### src/verilog/txseq_pkg.sv
// constants, field layout and state codes for the transmitter mode sequencer
// assumes a single 125 MHz clock; every time below is turned into cycles here
package txseq_pkg;

    // ****************************************
    // clock and timing
    // ****************************************
    localparam int CLK_HZ = 125_000_000;
    localparam int US_CYC = CLK_HZ / 1_000_000;
    localparam int T_START_US = 200;
    localparam int T_START_CYC = T_START_US * US_CYC;
    localparam int WAKE_TO_TX_US = 2000;
    localparam int WAKE_TO_TX_CYC = WAKE_TO_TX_US * US_CYC;
    localparam int IDLE_SHORT_MS = 2;
    localparam int IDLE_SHORT_CYC = IDLE_SHORT_MS * 1000 * US_CYC;
    localparam int IDLE_LONG_MS = 20;
    localparam int IDLE_LONG_CYC = IDLE_LONG_MS * 1000 * US_CYC;
    localparam int RAMP_US = 20;
    localparam int RAMP_CYC = RAMP_US * US_CYC;
    localparam int HOP_SETTLE0_US = 500;
    localparam int HOP_SETTLE0_CYC = HOP_SETTLE0_US * US_CYC;
    localparam int HOP_SETTLE1_US = 400;
    localparam int HOP_SETTLE1_CYC = HOP_SETTLE1_US * US_CYC;

    // ****************************************
    // application word fields
    // ****************************************
    localparam int APP_MODE_BIT = 15;
    localparam int APP_MODUL_BIT = 14;
    localparam int APP_BAND_BIT = 13;
    localparam int APP_FDEV_HI = 12;
    localparam int APP_FDEV_LO = 5;
    localparam int APP_POUT_BIT = 4;
    localparam int APP_IDLE_BIT = 3;
    localparam int STEP_SHIFT_B0 = 14;
    localparam int STEP_SHIFT_B1 = 13;

    // ****************************************
    // serial frame layout
    // ****************************************
    localparam int FRAME_BITS = 24;
    localparam logic [2:0] OP_WR_APP = 3'h0;
    localparam logic [3:0] GUARD_WR_APP = 4'h0;
    localparam logic [2:0] OP_WR_FREQ = 3'h1;

    // ****************************************
    // presets, valid with a 26 MHz crystal
    // ****************************************
    localparam logic [24:0] XTAL_DEFAULT_HZ = 25'h18cba80;
    localparam longint PRESET1_HZ = 868_300_000;
    localparam longint PRESET2_HZ = 433_920_000;
    localparam logic [15:0] PRESET1_APP = 16'h20d0;
    localparam logic [15:0] PRESET2_APP = 16'h4018;
    localparam logic [18:0] PRESET1_FREQ = 19'((PRESET1_HZ << STEP_SHIFT_B1) / longint'(XTAL_DEFAULT_HZ));
    localparam logic [18:0] PRESET2_FREQ = 19'((PRESET2_HZ << STEP_SHIFT_B0) / longint'(XTAL_DEFAULT_HZ));

    // ****************************************
    // register port offsets
    // ****************************************
    localparam logic [4:0] REG_XTAL = 5'h00;
    localparam logic [4:0] REG_STATUS = 5'h04;
    localparam logic [4:0] REG_APP = 5'h08;
    localparam logic [4:0] REG_FREQ = 5'h0c;
    localparam logic [4:0] REG_CARRIER = 5'h10;
    localparam logic [4:0] REG_DEV = 5'h14;

    typedef enum logic [6:0] {
        ST_BOOT = 7'h01,
        ST_SLEEP = 7'h02,
        ST_WAKE = 7'h04,
        ST_TX = 7'h08,
        ST_RAMP_DN = 7'h10,
        ST_LOCK = 7'h20,
        ST_RAMP_UP = 7'h40
    } txseq_state_type;

endpackage

### src/verilog/txseq_pin_if.sv
// synchronised pin levels and their edges, shared inside the sequencer
// assumes one clock domain; the producer is txseq_pin_sync
`timescale 1ns/10ps
interface txseq_pin_if;
    logic ctrl_lvl;
    logic ctrl_rise;
    logic data_lvl;
    logic data_rise;
    logic data_edge;
    modport src (output ctrl_lvl, ctrl_rise, data_lvl, data_rise, data_edge);
    modport snk (input ctrl_lvl, ctrl_rise, data_lvl, data_rise, data_edge);
endinterface

### src/verilog/txseq_top.sv
// mode sequencer of a small FSK/OOK transmitter: preset pick, wake, idle sleep,
// forced transmit, channel hop and carrier/deviation arithmetic
// assumes control and data pins asynchronous to clk and a single-cycle register port
//
// Summary of operation
// - automatic mode: a rising data edge starts the wake sequence
// - in transmit state, after the wake time, every data level outside a serial access goes to the modulator; none during a frequency change
// - automatic mode: sleep after 2 ms or 20 ms of data inactivity
// - application write with mode bit 15 set wakes and transmits
// - forced transmit lasts until a write clears bit 15; no idle timeout
// - advanced operation starts only with data low at a control rising edge
// - after the startup delay the control level is sampled once
// - low selects FSK 868.3 MHz preset, high selects OOK 433.92 MHz preset
// - frequency change: ramp amplifier down, relock, ramp it back up
// - modulator input blocked while a serial access runs
// - carrier is frequency word times step; deviation is bits 12..5 times step
// - step is crystal over 2^14 in band 0, over 2^13 in band 1
// - a control rising edge opens a 24-edge configuration frame
// - application bit 3 picks 2 ms when zero, 20 ms when one
//
// The address map and the plain strobed port are this design's own decisions.
`timescale 1ns/10ps
module txseq_top
    import txseq_pkg::*;
#(
    parameter int T_START_CYCLES = T_START_CYC,
    parameter int WAKE_CYCLES = WAKE_TO_TX_CYC,
    parameter int IDLE_SHORT_CYCLES = IDLE_SHORT_CYC,
    parameter int IDLE_LONG_CYCLES = IDLE_LONG_CYC,
    parameter int HOP0_CYCLES = HOP_SETTLE0_CYC,
    parameter int HOP1_CYCLES = HOP_SETTLE1_CYC
) (
    input logic clk,
    input logic rst,
    input logic ctrl_pin,
    input logic data_pin,
    input logic [4:0] reg_addr,
    input logic [31:0] reg_wdata,
    input logic reg_wr,
    input logic reg_rd,
    output logic [31:0] reg_rdata,
    output logic mod_data,
    output logic pa_on,
    output logic synth_relock,
    output logic awake,
    output logic ook_sel,
    output logic pout_high,
    output logic advanced,
    output logic [31:0] carrier_hz,
    output logic [31:0] deviation_hz
);
    // ****************************************
    // pins and serial frames
    // ****************************************
    txseq_pin_if pins ();
    logic busy;
    logic app_wr;
    logic freq_wr;
    logic [18:0] frame_word;
    txseq_state_type state_r;
    txseq_state_type state_nxt;

    txseq_pin_sync u_sync (
        .clk(clk),
        .rst(rst),
        .ctrl_pin(ctrl_pin),
        .data_pin(data_pin),
        .pins(pins)
    );

    txseq_frame_rx u_rx (
        .clk(clk),
        .rst(rst),
        .enable(state_r != ST_BOOT),
        .pins(pins),
        .busy(busy),
        .app_wr(app_wr),
        .freq_wr(freq_wr),
        .word(frame_word)
    );

    function automatic logic [3:0] step_shift(input logic band);
        step_shift = band ? 4'(STEP_SHIFT_B1) : 4'(STEP_SHIFT_B0);
    endfunction

    // ****************************************
    // configuration words
    // ****************************************
    logic [15:0] app_r;
    logic [18:0] freq_r;
    logic [24:0] xtal_r;
    logic preset_high_r;
    logic advanced_r;
    logic [21:0] tmr_r;
    logic boot_done;
    logic [15:0] preset_app;
    logic [18:0] preset_freq;

    assign boot_done = state_r == ST_BOOT && tmr_r == 22'(T_START_CYCLES - 1);
    assign preset_app = pins.ctrl_lvl ? PRESET2_APP : PRESET1_APP;
    assign preset_freq = pins.ctrl_lvl ? PRESET2_FREQ : PRESET1_FREQ;

    always_ff @(posedge clk or posedge rst) begin
        if (rst) begin
            app_r <= 16'h0;
            freq_r <= 19'h0;
            preset_high_r <= 1'b0;
        end else if (boot_done) begin
            // control level is taken once, at the end of the startup delay
            app_r <= preset_app;
            freq_r <= preset_freq;
            preset_high_r <= pins.ctrl_lvl;
        end else begin
            if (app_wr) begin
                app_r <= frame_word[15:0];
            end
            if (freq_wr) begin
                freq_r <= frame_word;
            end
        end
    end

    always_ff @(posedge clk or posedge rst) begin
        if (rst) begin
            advanced_r <= 1'b0;
        end else if (busy) begin
            advanced_r <= 1'b1;
        end
    end

    always_ff @(posedge clk or posedge rst) begin
        if (rst) begin
            xtal_r <= XTAL_DEFAULT_HZ;
        end else if (reg_wr && reg_addr == REG_XTAL) begin
            xtal_r <= reg_wdata[24:0];
        end
    end

    // ****************************************
    // sequencer
    // ****************************************
    logic [21:0] idle_cnt_r;
    logic [21:0] idle_lim;
    logic [21:0] hop_lim;
    logic forced;
    logic forced_exit;

    assign forced = app_r[APP_MODE_BIT];
    assign idle_lim = app_r[APP_IDLE_BIT] ? 22'(IDLE_LONG_CYCLES - 1) : 22'(IDLE_SHORT_CYCLES - 1);
    assign hop_lim = app_r[APP_BAND_BIT] ? 22'(HOP1_CYCLES - 1) : 22'(HOP0_CYCLES - 1);
    assign forced_exit = app_wr && forced && !frame_word[APP_MODE_BIT];

    always_comb begin
        state_nxt = state_r;
        case (state_r)
            ST_BOOT: begin
                if (boot_done) begin
                    state_nxt = ST_SLEEP;
                end
            end
            ST_SLEEP: begin
                if (forced) begin
                    state_nxt = ST_WAKE;
                end else if (pins.data_rise && !busy) begin
                    state_nxt = ST_WAKE;
                end
            end
            ST_WAKE: begin
                // the data pin is not watched here; holding it high is the host's part
                if (tmr_r == 22'(WAKE_CYCLES - 1)) begin
                    state_nxt = ST_TX;
                end
            end
            ST_TX: begin
                if (forced_exit) begin
                    state_nxt = ST_SLEEP;
                end else if (freq_wr) begin
                    state_nxt = ST_RAMP_DN;
                end else if (!forced && idle_cnt_r == idle_lim) begin
                    state_nxt = ST_SLEEP;
                end
            end
            ST_RAMP_DN: begin
                if (tmr_r == 22'(RAMP_CYC - 1)) begin
                    state_nxt = ST_LOCK;
                end
            end
            ST_LOCK: begin
                if (tmr_r == hop_lim) begin
                    state_nxt = ST_RAMP_UP;
                end
            end
            ST_RAMP_UP: begin
                if (tmr_r == 22'(RAMP_CYC - 1)) begin
                    state_nxt = ST_TX;
                end
            end
            default: begin
                state_nxt = ST_BOOT;
            end
        endcase
    end

    always_ff @(posedge clk or posedge rst) begin
        if (rst) begin
            state_r <= ST_BOOT;
            tmr_r <= 22'h0;
        end else begin
            state_r <= state_nxt;
            tmr_r <= (state_nxt != state_r) ? 22'h0 : tmr_r + 22'h1;
        end
    end

    // any data edge restarts the inactivity count
    always_ff @(posedge clk or posedge rst) begin
        if (rst) begin
            idle_cnt_r <= 22'h0;
        end else if (state_r != ST_TX || pins.data_edge) begin
            idle_cnt_r <= 22'h0;
        end else if (idle_cnt_r != idle_lim) begin
            idle_cnt_r <= idle_cnt_r + 22'h1;
        end
    end

    // ****************************************
    // radio-side outputs
    // ****************************************
    logic mod_data_r;
    logic pa_on_r;
    logic relock_r;
    logic awake_r;
    logic [31:0] carrier_r;
    logic [31:0] dev_r;
    logic [43:0] carrier_prod;
    logic [32:0] dev_prod;
    logic [31:0] carrier_calc;
    logic [31:0] dev_calc;

    assign carrier_prod = 44'(freq_r) * 44'(xtal_r);
    assign dev_prod = 33'(app_r[APP_FDEV_HI:APP_FDEV_LO]) * 33'(xtal_r);
    assign carrier_calc = 32'(carrier_prod >> step_shift(app_r[APP_BAND_BIT]));
    assign dev_calc = 32'(dev_prod >> step_shift(app_r[APP_BAND_BIT]));

    always_ff @(posedge clk or posedge rst) begin
        if (rst) begin
            mod_data_r <= 1'b0;
            pa_on_r <= 1'b0;
            relock_r <= 1'b0;
            awake_r <= 1'b0;
        end else begin
            // a serial access would otherwise be sent over the air
            mod_data_r <= state_r == ST_TX && !busy && pins.data_lvl;
            pa_on_r <= state_nxt == ST_TX;
            relock_r <= state_nxt == ST_LOCK;
            awake_r <= state_nxt != ST_BOOT && state_nxt != ST_SLEEP;
        end
    end

    // arithmetic is registered so the wide products stay off the output pins
    always_ff @(posedge clk or posedge rst) begin
        if (rst) begin
            carrier_r <= 32'h0;
            dev_r <= 32'h0;
        end else begin
            carrier_r <= carrier_calc;
            dev_r <= dev_calc;
        end
    end

    // ****************************************
    // register port
    // ****************************************
    logic [31:0] rdata_r;

    always_ff @(posedge clk or posedge rst) begin
        if (rst) begin
            rdata_r <= 32'h0;
        end else if (reg_rd) begin
            case (reg_addr)
                REG_XTAL: rdata_r <= {7'h0, xtal_r};
                REG_STATUS: rdata_r <= {22'h0, advanced_r, preset_high_r, busy, 7'(state_r)};
                REG_APP: rdata_r <= {16'h0, app_r};
                REG_FREQ: rdata_r <= {13'h0, freq_r};
                REG_CARRIER: rdata_r <= carrier_r;
                REG_DEV: rdata_r <= dev_r;
                default: rdata_r <= 32'h0;
            endcase
        end else begin
            rdata_r <= 32'h0;
        end
    end

    assign reg_rdata = rdata_r;
    assign mod_data = mod_data_r;
    assign pa_on = pa_on_r;
    assign synth_relock = relock_r;
    assign awake = awake_r;
    assign ook_sel = app_r[APP_MODUL_BIT];
    assign pout_high = app_r[APP_POUT_BIT];
    assign advanced = advanced_r;
    assign carrier_hz = carrier_r;
    assign deviation_hz = dev_r;
endmodule

### src/verilog/txseq_pin_sync.sv
// two-flop synchronisers and edge detectors for the control and data pins
// assumes both pins are asynchronous to clk and slower than clk/2
`timescale 1ns/10ps
module txseq_pin_sync (
    input logic clk,
    input logic rst,
    input logic ctrl_pin,
    input logic data_pin,
    txseq_pin_if.src pins
);
    logic [1:0] raw;
    logic [1:0] meta_r;
    logic [1:0] sync_r;
    logic [1:0] prev_r;

    assign raw = {data_pin, ctrl_pin};

    genvar g;
    generate
        for (g = 0; g < 2; g++) begin : gen_pin
            // edges come from the second stage only, the first is left alone
            always_ff @(posedge clk or posedge rst) begin
                if (rst) begin
                    meta_r[g] <= 1'b0;
                    sync_r[g] <= 1'b0;
                    prev_r[g] <= 1'b0;
                end else begin
                    meta_r[g] <= raw[g];
                    sync_r[g] <= meta_r[g];
                    prev_r[g] <= sync_r[g];
                end
            end
        end
    endgenerate

    assign pins.ctrl_lvl = sync_r[0];
    assign pins.ctrl_rise = sync_r[0] & ~prev_r[0];
    assign pins.data_lvl = sync_r[1];
    assign pins.data_rise = sync_r[1] & ~prev_r[1];
    assign pins.data_edge = sync_r[1] ^ prev_r[1];
endmodule

### src/verilog/txseq_frame_rx.sv
// 24-bit configuration frame receiver clocked by control-pin rising edges
// assumes synchronised pins; reads and the recovery pattern are dropped
`timescale 1ns/10ps
module txseq_frame_rx
    import txseq_pkg::*;
(
    input logic clk,
    input logic rst,
    input logic enable,
    txseq_pin_if.snk pins,
    output logic busy,
    output logic app_wr,
    output logic freq_wr,
    output logic [18:0] word
);
    logic [22:0] sh_r;
    logic [4:0] cnt_r;
    logic busy_r;
    logic app_wr_r;
    logic freq_wr_r;
    logic [23:0] full;
    logic start_ok;

    assign full = {sh_r, pins.data_lvl};
    // a frame only opens with the data pin low at the control edge
    assign start_ok = enable && !busy_r && pins.ctrl_rise && !pins.data_lvl;

    always_ff @(posedge clk or posedge rst) begin
        if (rst) begin
            sh_r <= 23'h0;
            cnt_r <= 5'h0;
            busy_r <= 1'b0;
            app_wr_r <= 1'b0;
            freq_wr_r <= 1'b0;
        end else begin
            app_wr_r <= 1'b0;
            freq_wr_r <= 1'b0;
            if (start_ok) begin
                busy_r <= 1'b1;
                cnt_r <= 5'h1;
                sh_r <= 23'h0;
            end else if (busy_r && pins.ctrl_rise) begin
                sh_r <= full[22:0];
                cnt_r <= cnt_r + 5'h1;
                // a partial frame keeps the port busy; the host owes every edge
                if (cnt_r == 5'(FRAME_BITS - 1)) begin
                    busy_r <= 1'b0;
                    app_wr_r <= full[22:20] == OP_WR_APP && full[19:16] == GUARD_WR_APP;
                    freq_wr_r <= full[22:20] == OP_WR_FREQ && full[19];
                end
            end
        end
    end

    assign busy = busy_r;
    assign app_wr = app_wr_r;
    assign freq_wr = freq_wr_r;
    assign word = sh_r[18:0];
endmodule

### config.mk
export PLATFORM = sky130hd
export DESIGN_NAME = txseq_top
export DESIGN_NICKNAME = d
export VERILOG_FILES = /design/src/verilog/txseq_pkg.sv /design/src/verilog/txseq_pin_if.sv /design/src/verilog/txseq_top.sv /design/src/verilog/txseq_pin_sync.sv /design/src/verilog/txseq_frame_rx.sv
export SDC_FILE = /design/constraint.sdc
export NUM_CORES = 2
export LEC_CHECK = 0
export BUFFER_PORTS_ARGS = -buffer_cell sky130_fd_sc_hd__buf_2
export CORE_ASPECT_RATIO = 0.5
export CORE_UTILIZATION = 50
export DETAILED_ROUTE_END_ITERATION = 10
export HOLD_SLACK_MARGIN = 0.03
export PLACE_DENSITY = 0.68
export SLEW_MARGIN = 30
export SYNTH_ARGS = -nofsm -noshare
export SYNTH_HDL_FRONTEND = slang
export SYNTH_SLANG_ARGS = --single-unit
### constraint.sdc
create_clock -name clk -period 11.7 [get_ports clk]
set_clock_uncertainty 0.05 [all_clocks]
set_input_delay 1.755 -clock clk [delete_from_list [all_inputs] [get_ports clk]]
set_output_delay 1.755 -clock clk [all_outputs]
set_load 0.02 [all_outputs]
# Yosys cells after proc, flatten, opt, wreduce, memory -nomap -nowiden
# Index checks and enable logic that the tools add are counted.
# Widths: inputs -> output; s select.
# totals
inputBits	43
elab_cells	132
reg_bits	249
# classes
eq_ne	27
bitwise_logic	5
mul	2
add_sub_neg	3
n_reduce_logical	29
mux	38
shifts	2
# op_table
cell	n
$pmux 32 s6	1
$mux 22	6
$mux 7	10
$pmux 7 s7	1
$add 22x1->22 const B	2
$mul 19x25->44	1
$shr 44x4->32	1
$mux 19	2
$mul 8x25->33	1
$shr 33x4->32	1
$mux 16	2
$mux 32	1
$eq 22x12->1 const B	1
$eq 22x15->1 const B	1
$eq 22x16->1	1
$eq 22x18->1 const B	1
$eq 22x22->1	1
$ne 22x22->1	1
$eq 5x5->1 const B	3
$logic_and 1x1->1	15
$mux 15	1
$eq 7x4->1 const B	2
$eq 7x6->1 const B	2
$mux 14	1
other kinds (27)	47

# Depth between registers and ports, before layout
# logic_depth
word_depth	9
mapped_depth	26
ltp_nobuf	23

# Hierarchy
# A second synthesis with hierarchy kept.
# hier_totals
cells_unflattened	3474
hier_area_um2	31955.6
# modules_own_cells
module	area_per_inst_um2	cells_each	n_inst	seq_area_each_um2
txseq_top	30282.8	3311	1	5068.6
txseq_frame_rx	1485.2	152	1	750.7
txseq_pin_sync	187.7	11	1	150.1

# Least setup slack after synthesis
# Ideal clock, no wire load.
# synth_path
path_type	reg2reg
from	reg xtal_r[9]
to	reg carrier_r[20], in the netlist carrier_hz[20]
arrival_ns	6.238
n_path_buf	2
path_stages_with_launch	23
setup_slack_ns	5.287
path_cell_list	dfstp_2 clkbuf_1 clkbuf_1 nand2_1 fa_1 fa_1 fa_1 fa_1 inv_1 fa_1 inv_1 fa_1 inv_1 ha_1 nand4_1 nor2_1 nand4_1 a2111oi_4 o21ai_1 o21ai_1 a21oi_1 xnor2_1 mux2_2
# synth_via
elab_chain_len	2
# synth_lines
element	line	source
start: declaration	txseq_top.sv:91	logic [24:0] xtal_r;
start signal: assignment	txseq_top.sv:135	xtal_r <= reg_wdata[24:0];
$mul 19x25->44	txseq_top.sv:239	assign carrier_prod = 44'(freq_r) * 44'(xtal_r);
$shr 44x4->32	txseq_top.sv:241	assign carrier_calc = 32'(carrier_prod >> step_shift(app_r[APP_BAND_BIT]));
named net carrier_calc[20]	txseq_top.sv:236	logic [31:0] carrier_calc;
end signal: assignment	txseq_top.sv:265	carrier_r <= carrier_calc;
end: declaration	txseq_top.sv:232	logic [31:0] carrier_r;
# The timed path passes the listed nets, and every way through them passes these cells.
# A chain may end at the register's enable or synchronous reset.

# Worst setup path after layout
# layout_path
from	reg xtal_r[9]
to	reg carrier_r[25], in the netlist carrier_hz[25]
# The elaborated chain is that of the path after synthesis.

==> results.toml <==
[outcome]
outcome = "finished, final reports clean"

[cells_and_area]
fill_cells = 5529
final_common_cell = "inv_1"
nNetsFinal = 4201
syn_to_final_growth_pct = 6.711
drive_above_1_share = 0.08295
n_antenna_cell = 0
final_cell_mix = "inv_1 (607), fa_1 (526), nand2_1 (469), and2_1 (354), dfrtp_1 (220)"
final_core_util = 0.5464

[setup_path]
r2r-start = "xtal_r[9]$_DFFE_PP1P_"
crit_type = "register to register"
worstReg2RegEnd = "carrier_hz[25]$_DFF_PP0_"
cp.arrival_ps = 7800
crit_path_start_kind = "register"
crit_path_end_kind = "register"
cpMaxStageDelayCell = "dfstp_2"
crit_path_end = "carrier_hz[25]$_DFF_PP0_"
r2r_cells = 20
path_max_fanout = 29
cp_common_cell = "fa_1"
r2r_setup_slack_ps = 4280
slowest_delay_ps = 1110
crit_chain = "nand2_1 -> fa_1 -> fa_1 -> fa_1 -> fa_1 -> inv_1 -> fa_1 -> inv_1 -> fa_1 -> inv_1 -> ha_1 -> nand4_1 -> nor2_1 -> nand4_1 -> a2111oi_4 -> o21ai_1 -> o21ai_1 -> nand2_1 -> a311oi_1 -> o21ai_0"
required_ps = 12070
crit_start = "xtal_r[9]$_DFFE_PP1P_"

[synthesis]
async_reset_ff_frac = 1.000
synth_area_leaders = "fa_1 (33%), dfrtp_1 (18%), inv_1 (7.2%), ha_1 (7.1%), and2_1 (7.0%)"
syn_area_sq_um = 31660
synth_top_area_cell = "fa_1"
synth-seq-cells = 238
synth_top_area_share = 0.3326
yosysSeqAreaShare = 0.1886
syn_area_per_cell_sq_um = 9.138
synth_cells = 3464
synth-main-ff-cell = "dfrtp_1"
synth-edff-count = 0
synth_warnings = 0
synth.distinct_cells = 73

[drt]
drt-initial-drc-count = 1649
ant_nets = 0
vias = 23743
wl_per_cell_um = 18.88
dr.pass1.iters = 5
route.detailed.drc = 0
viasPerCell = 5.525
routed_wirelength_um = 81120

[grt]
grt_overflow = 0
grt_pass1_vias = 25301
antenna_found_initial = 2
grt_max_degree = 102
grt_usage = 0.2662
grt_pass1_wl_um = 135200

[min_path]
hp-class = "register to register"
min_from = "u_sync.meta_r[0]$_DFF_PP0_"

[timing]
min_period_ps = 7422
slew_viol_final = 0
setup_tns_ps = 0
rsz0062_at_grt = "false"
fmax_ghz = 0.1347
slew_headroom = 0.3495
period_share = 0.6344
tightest_slew_ps = 975.7
finalSetupViolCount = 0
hold_viol_final = 0

[clock_network]
numCtsBuffers = 25
numClockSinks = 238
path_clk_slew_ps = 70
clock_latency_ps = 570
clock_path_buffers = 3
cts_tree = "done"
ctsResizeCount = 0
htree_levels = 1
cts_setup_buffers = 0
cts_root_buffer = "clkbuf_16"
hold_buffers = 0

[power]
vdd_drop_max_v = 0.0001143
p_per_area_nw_per_um2 = 61.12
power_leakage_nw = 16.56

[run]
maxCapViolations = 0

[die]
initial_core_util = 0.5121
fp.coreArea_sq_um = 61820
die-area_sq_um = 64380
die_w_um = 357.8
rows = 64
pin_count = 146
die_h_um = 179.9

[place]
place.detailed.hpwl_um = 60270
port_buffers = 127
gp_congestion = 0.9349
[kinds of logic after synthesis]
kind of cell               synth area share
and+or+nand+nor                      0.1824
buffers and inverters                0.1008
adders and majority gates            0.4034
AOI/OAI and AO/OA                   0.06415
DFF                                  0.1886
muxes                               0.03482
xor gates and xnor gates            0.02573
other                             0.0001185
[report_power, final]
part           internal [mW]  switching, mW
Sequential             0.848          0.119
Combinational         0.0427          0.139
Clock                  0.543          0.374
[metal layers]
layer	vias to the layer above	part of all wire	track usage
li1	10575	-	-
met5	-	0	0
met3	139	0.086	0.05898
met2	821	0.47	0.4300
met1	12208	0.42	0.3591
met4	0	0.031	0.07932
[synth_stat cells (6+ instances only)]
master	count
inv_1	608
o211ai_1	8
dfstp_2	11
nand3_1	29
a21o_1	33
nor2_1	167
fa_1	526
nand2_1	469
o21a_1	10
xor2_1	45
nor4_1	14
clkbuf_1	195
and2_1	355
ha_1	179
a22oi_1	19
buf_4	11
nand3b_1	6
nor2b_1	10
a22o_1	6
mux2_2	41
xnor2_1	48
a211oi_1	9
nor3_1	19
dfrtp_1	227
and3_1	26
o21ai_0	55
a21boi_0	9
a221oi_1	15
nand2b_1	12
buf_1	7
mux2i_1	64
a21oi_1	103
nand4_1	36
a31oi_1	12
[per-stage QoR]
step / hold WS (ps) / area [sq um] / setup slack, ps / power (mW) / cells
6_report: 305.3 / 33780 / 4278 / 2.065 / 4297
4_1_cts: 305.6 / 33770 / 4358 / 2.066 / 4297
3_3_place_gp: 291.2 / 32830 / 4375 / 1.151 / 4251
2_1_floorplan: 281.2 / 31700 / 3382 / 1.017 / 3476
3_5_place_dp: 291.7 / 32830 / 4415 / 1.153 / 4251
5_1_grt: 317.1 / 33780 / 3944 / 2.119 / 4297
[final cells by class]
class / instances / area [sq um] / area share
Sequential cell: 238 / 5981 / 0.1771
Inverter: 609 / 2293 / 0.06789
Timing Repair Buffer: 172 / 977.2 / 0.02893
Multi-Input combinational cell: 2407 / 22560 / 0.6678
Tap cell: 825 / 1032 / 0.03056
Clock buffer: 33 / 705.7 / 0.02089
Clock inverter: 13 / 234.0 / 0.006926
[how the worst min path moves through the flow]
stage,to,cells past startpoint
global route,u_sync.pins.ctrl_lvl$_DFF_PP0_,0
floorplan,u_sync.pins.ctrl_lvl$_DFF_PP0_,0
global placement,u_sync.pins.ctrl_lvl$_DFF_PP0_,0
detailed placement,u_sync.pins.ctrl_lvl$_DFF_PP0_,0
finish,u_sync.pins.ctrl_lvl$_DFF_PP0_,0
CTS,u_sync.pins.ctrl_lvl$_DFF_PP0_,0
[state kept, by name, indices dropped and copies added, names as in the netlist, 5 cells and up]
| name | cells |
|---|---|
| xtal_r | 25 |
| state_r | 7 |
| u_rx.sh_r | 22 |
| freq_r | 19 |
| reg_rdata | 32 |
| u_rx.cnt_r | 5 |
| idle_cnt_r | 22 |
| app_r | 16 |
| tmr_r | 22 |
| carrier_hz | 32 |
| deviation_hz | 21 |
[worst max-delay path, delay by kind of cell (launching register included)]
kind,cells,cell delay [ps]
compound gates,5,1650
fa+ha+maj,7,3450
buf+inv,3,160
flops,1,1110
simple gates,5,800
Power figures use the tool's default switching activity.
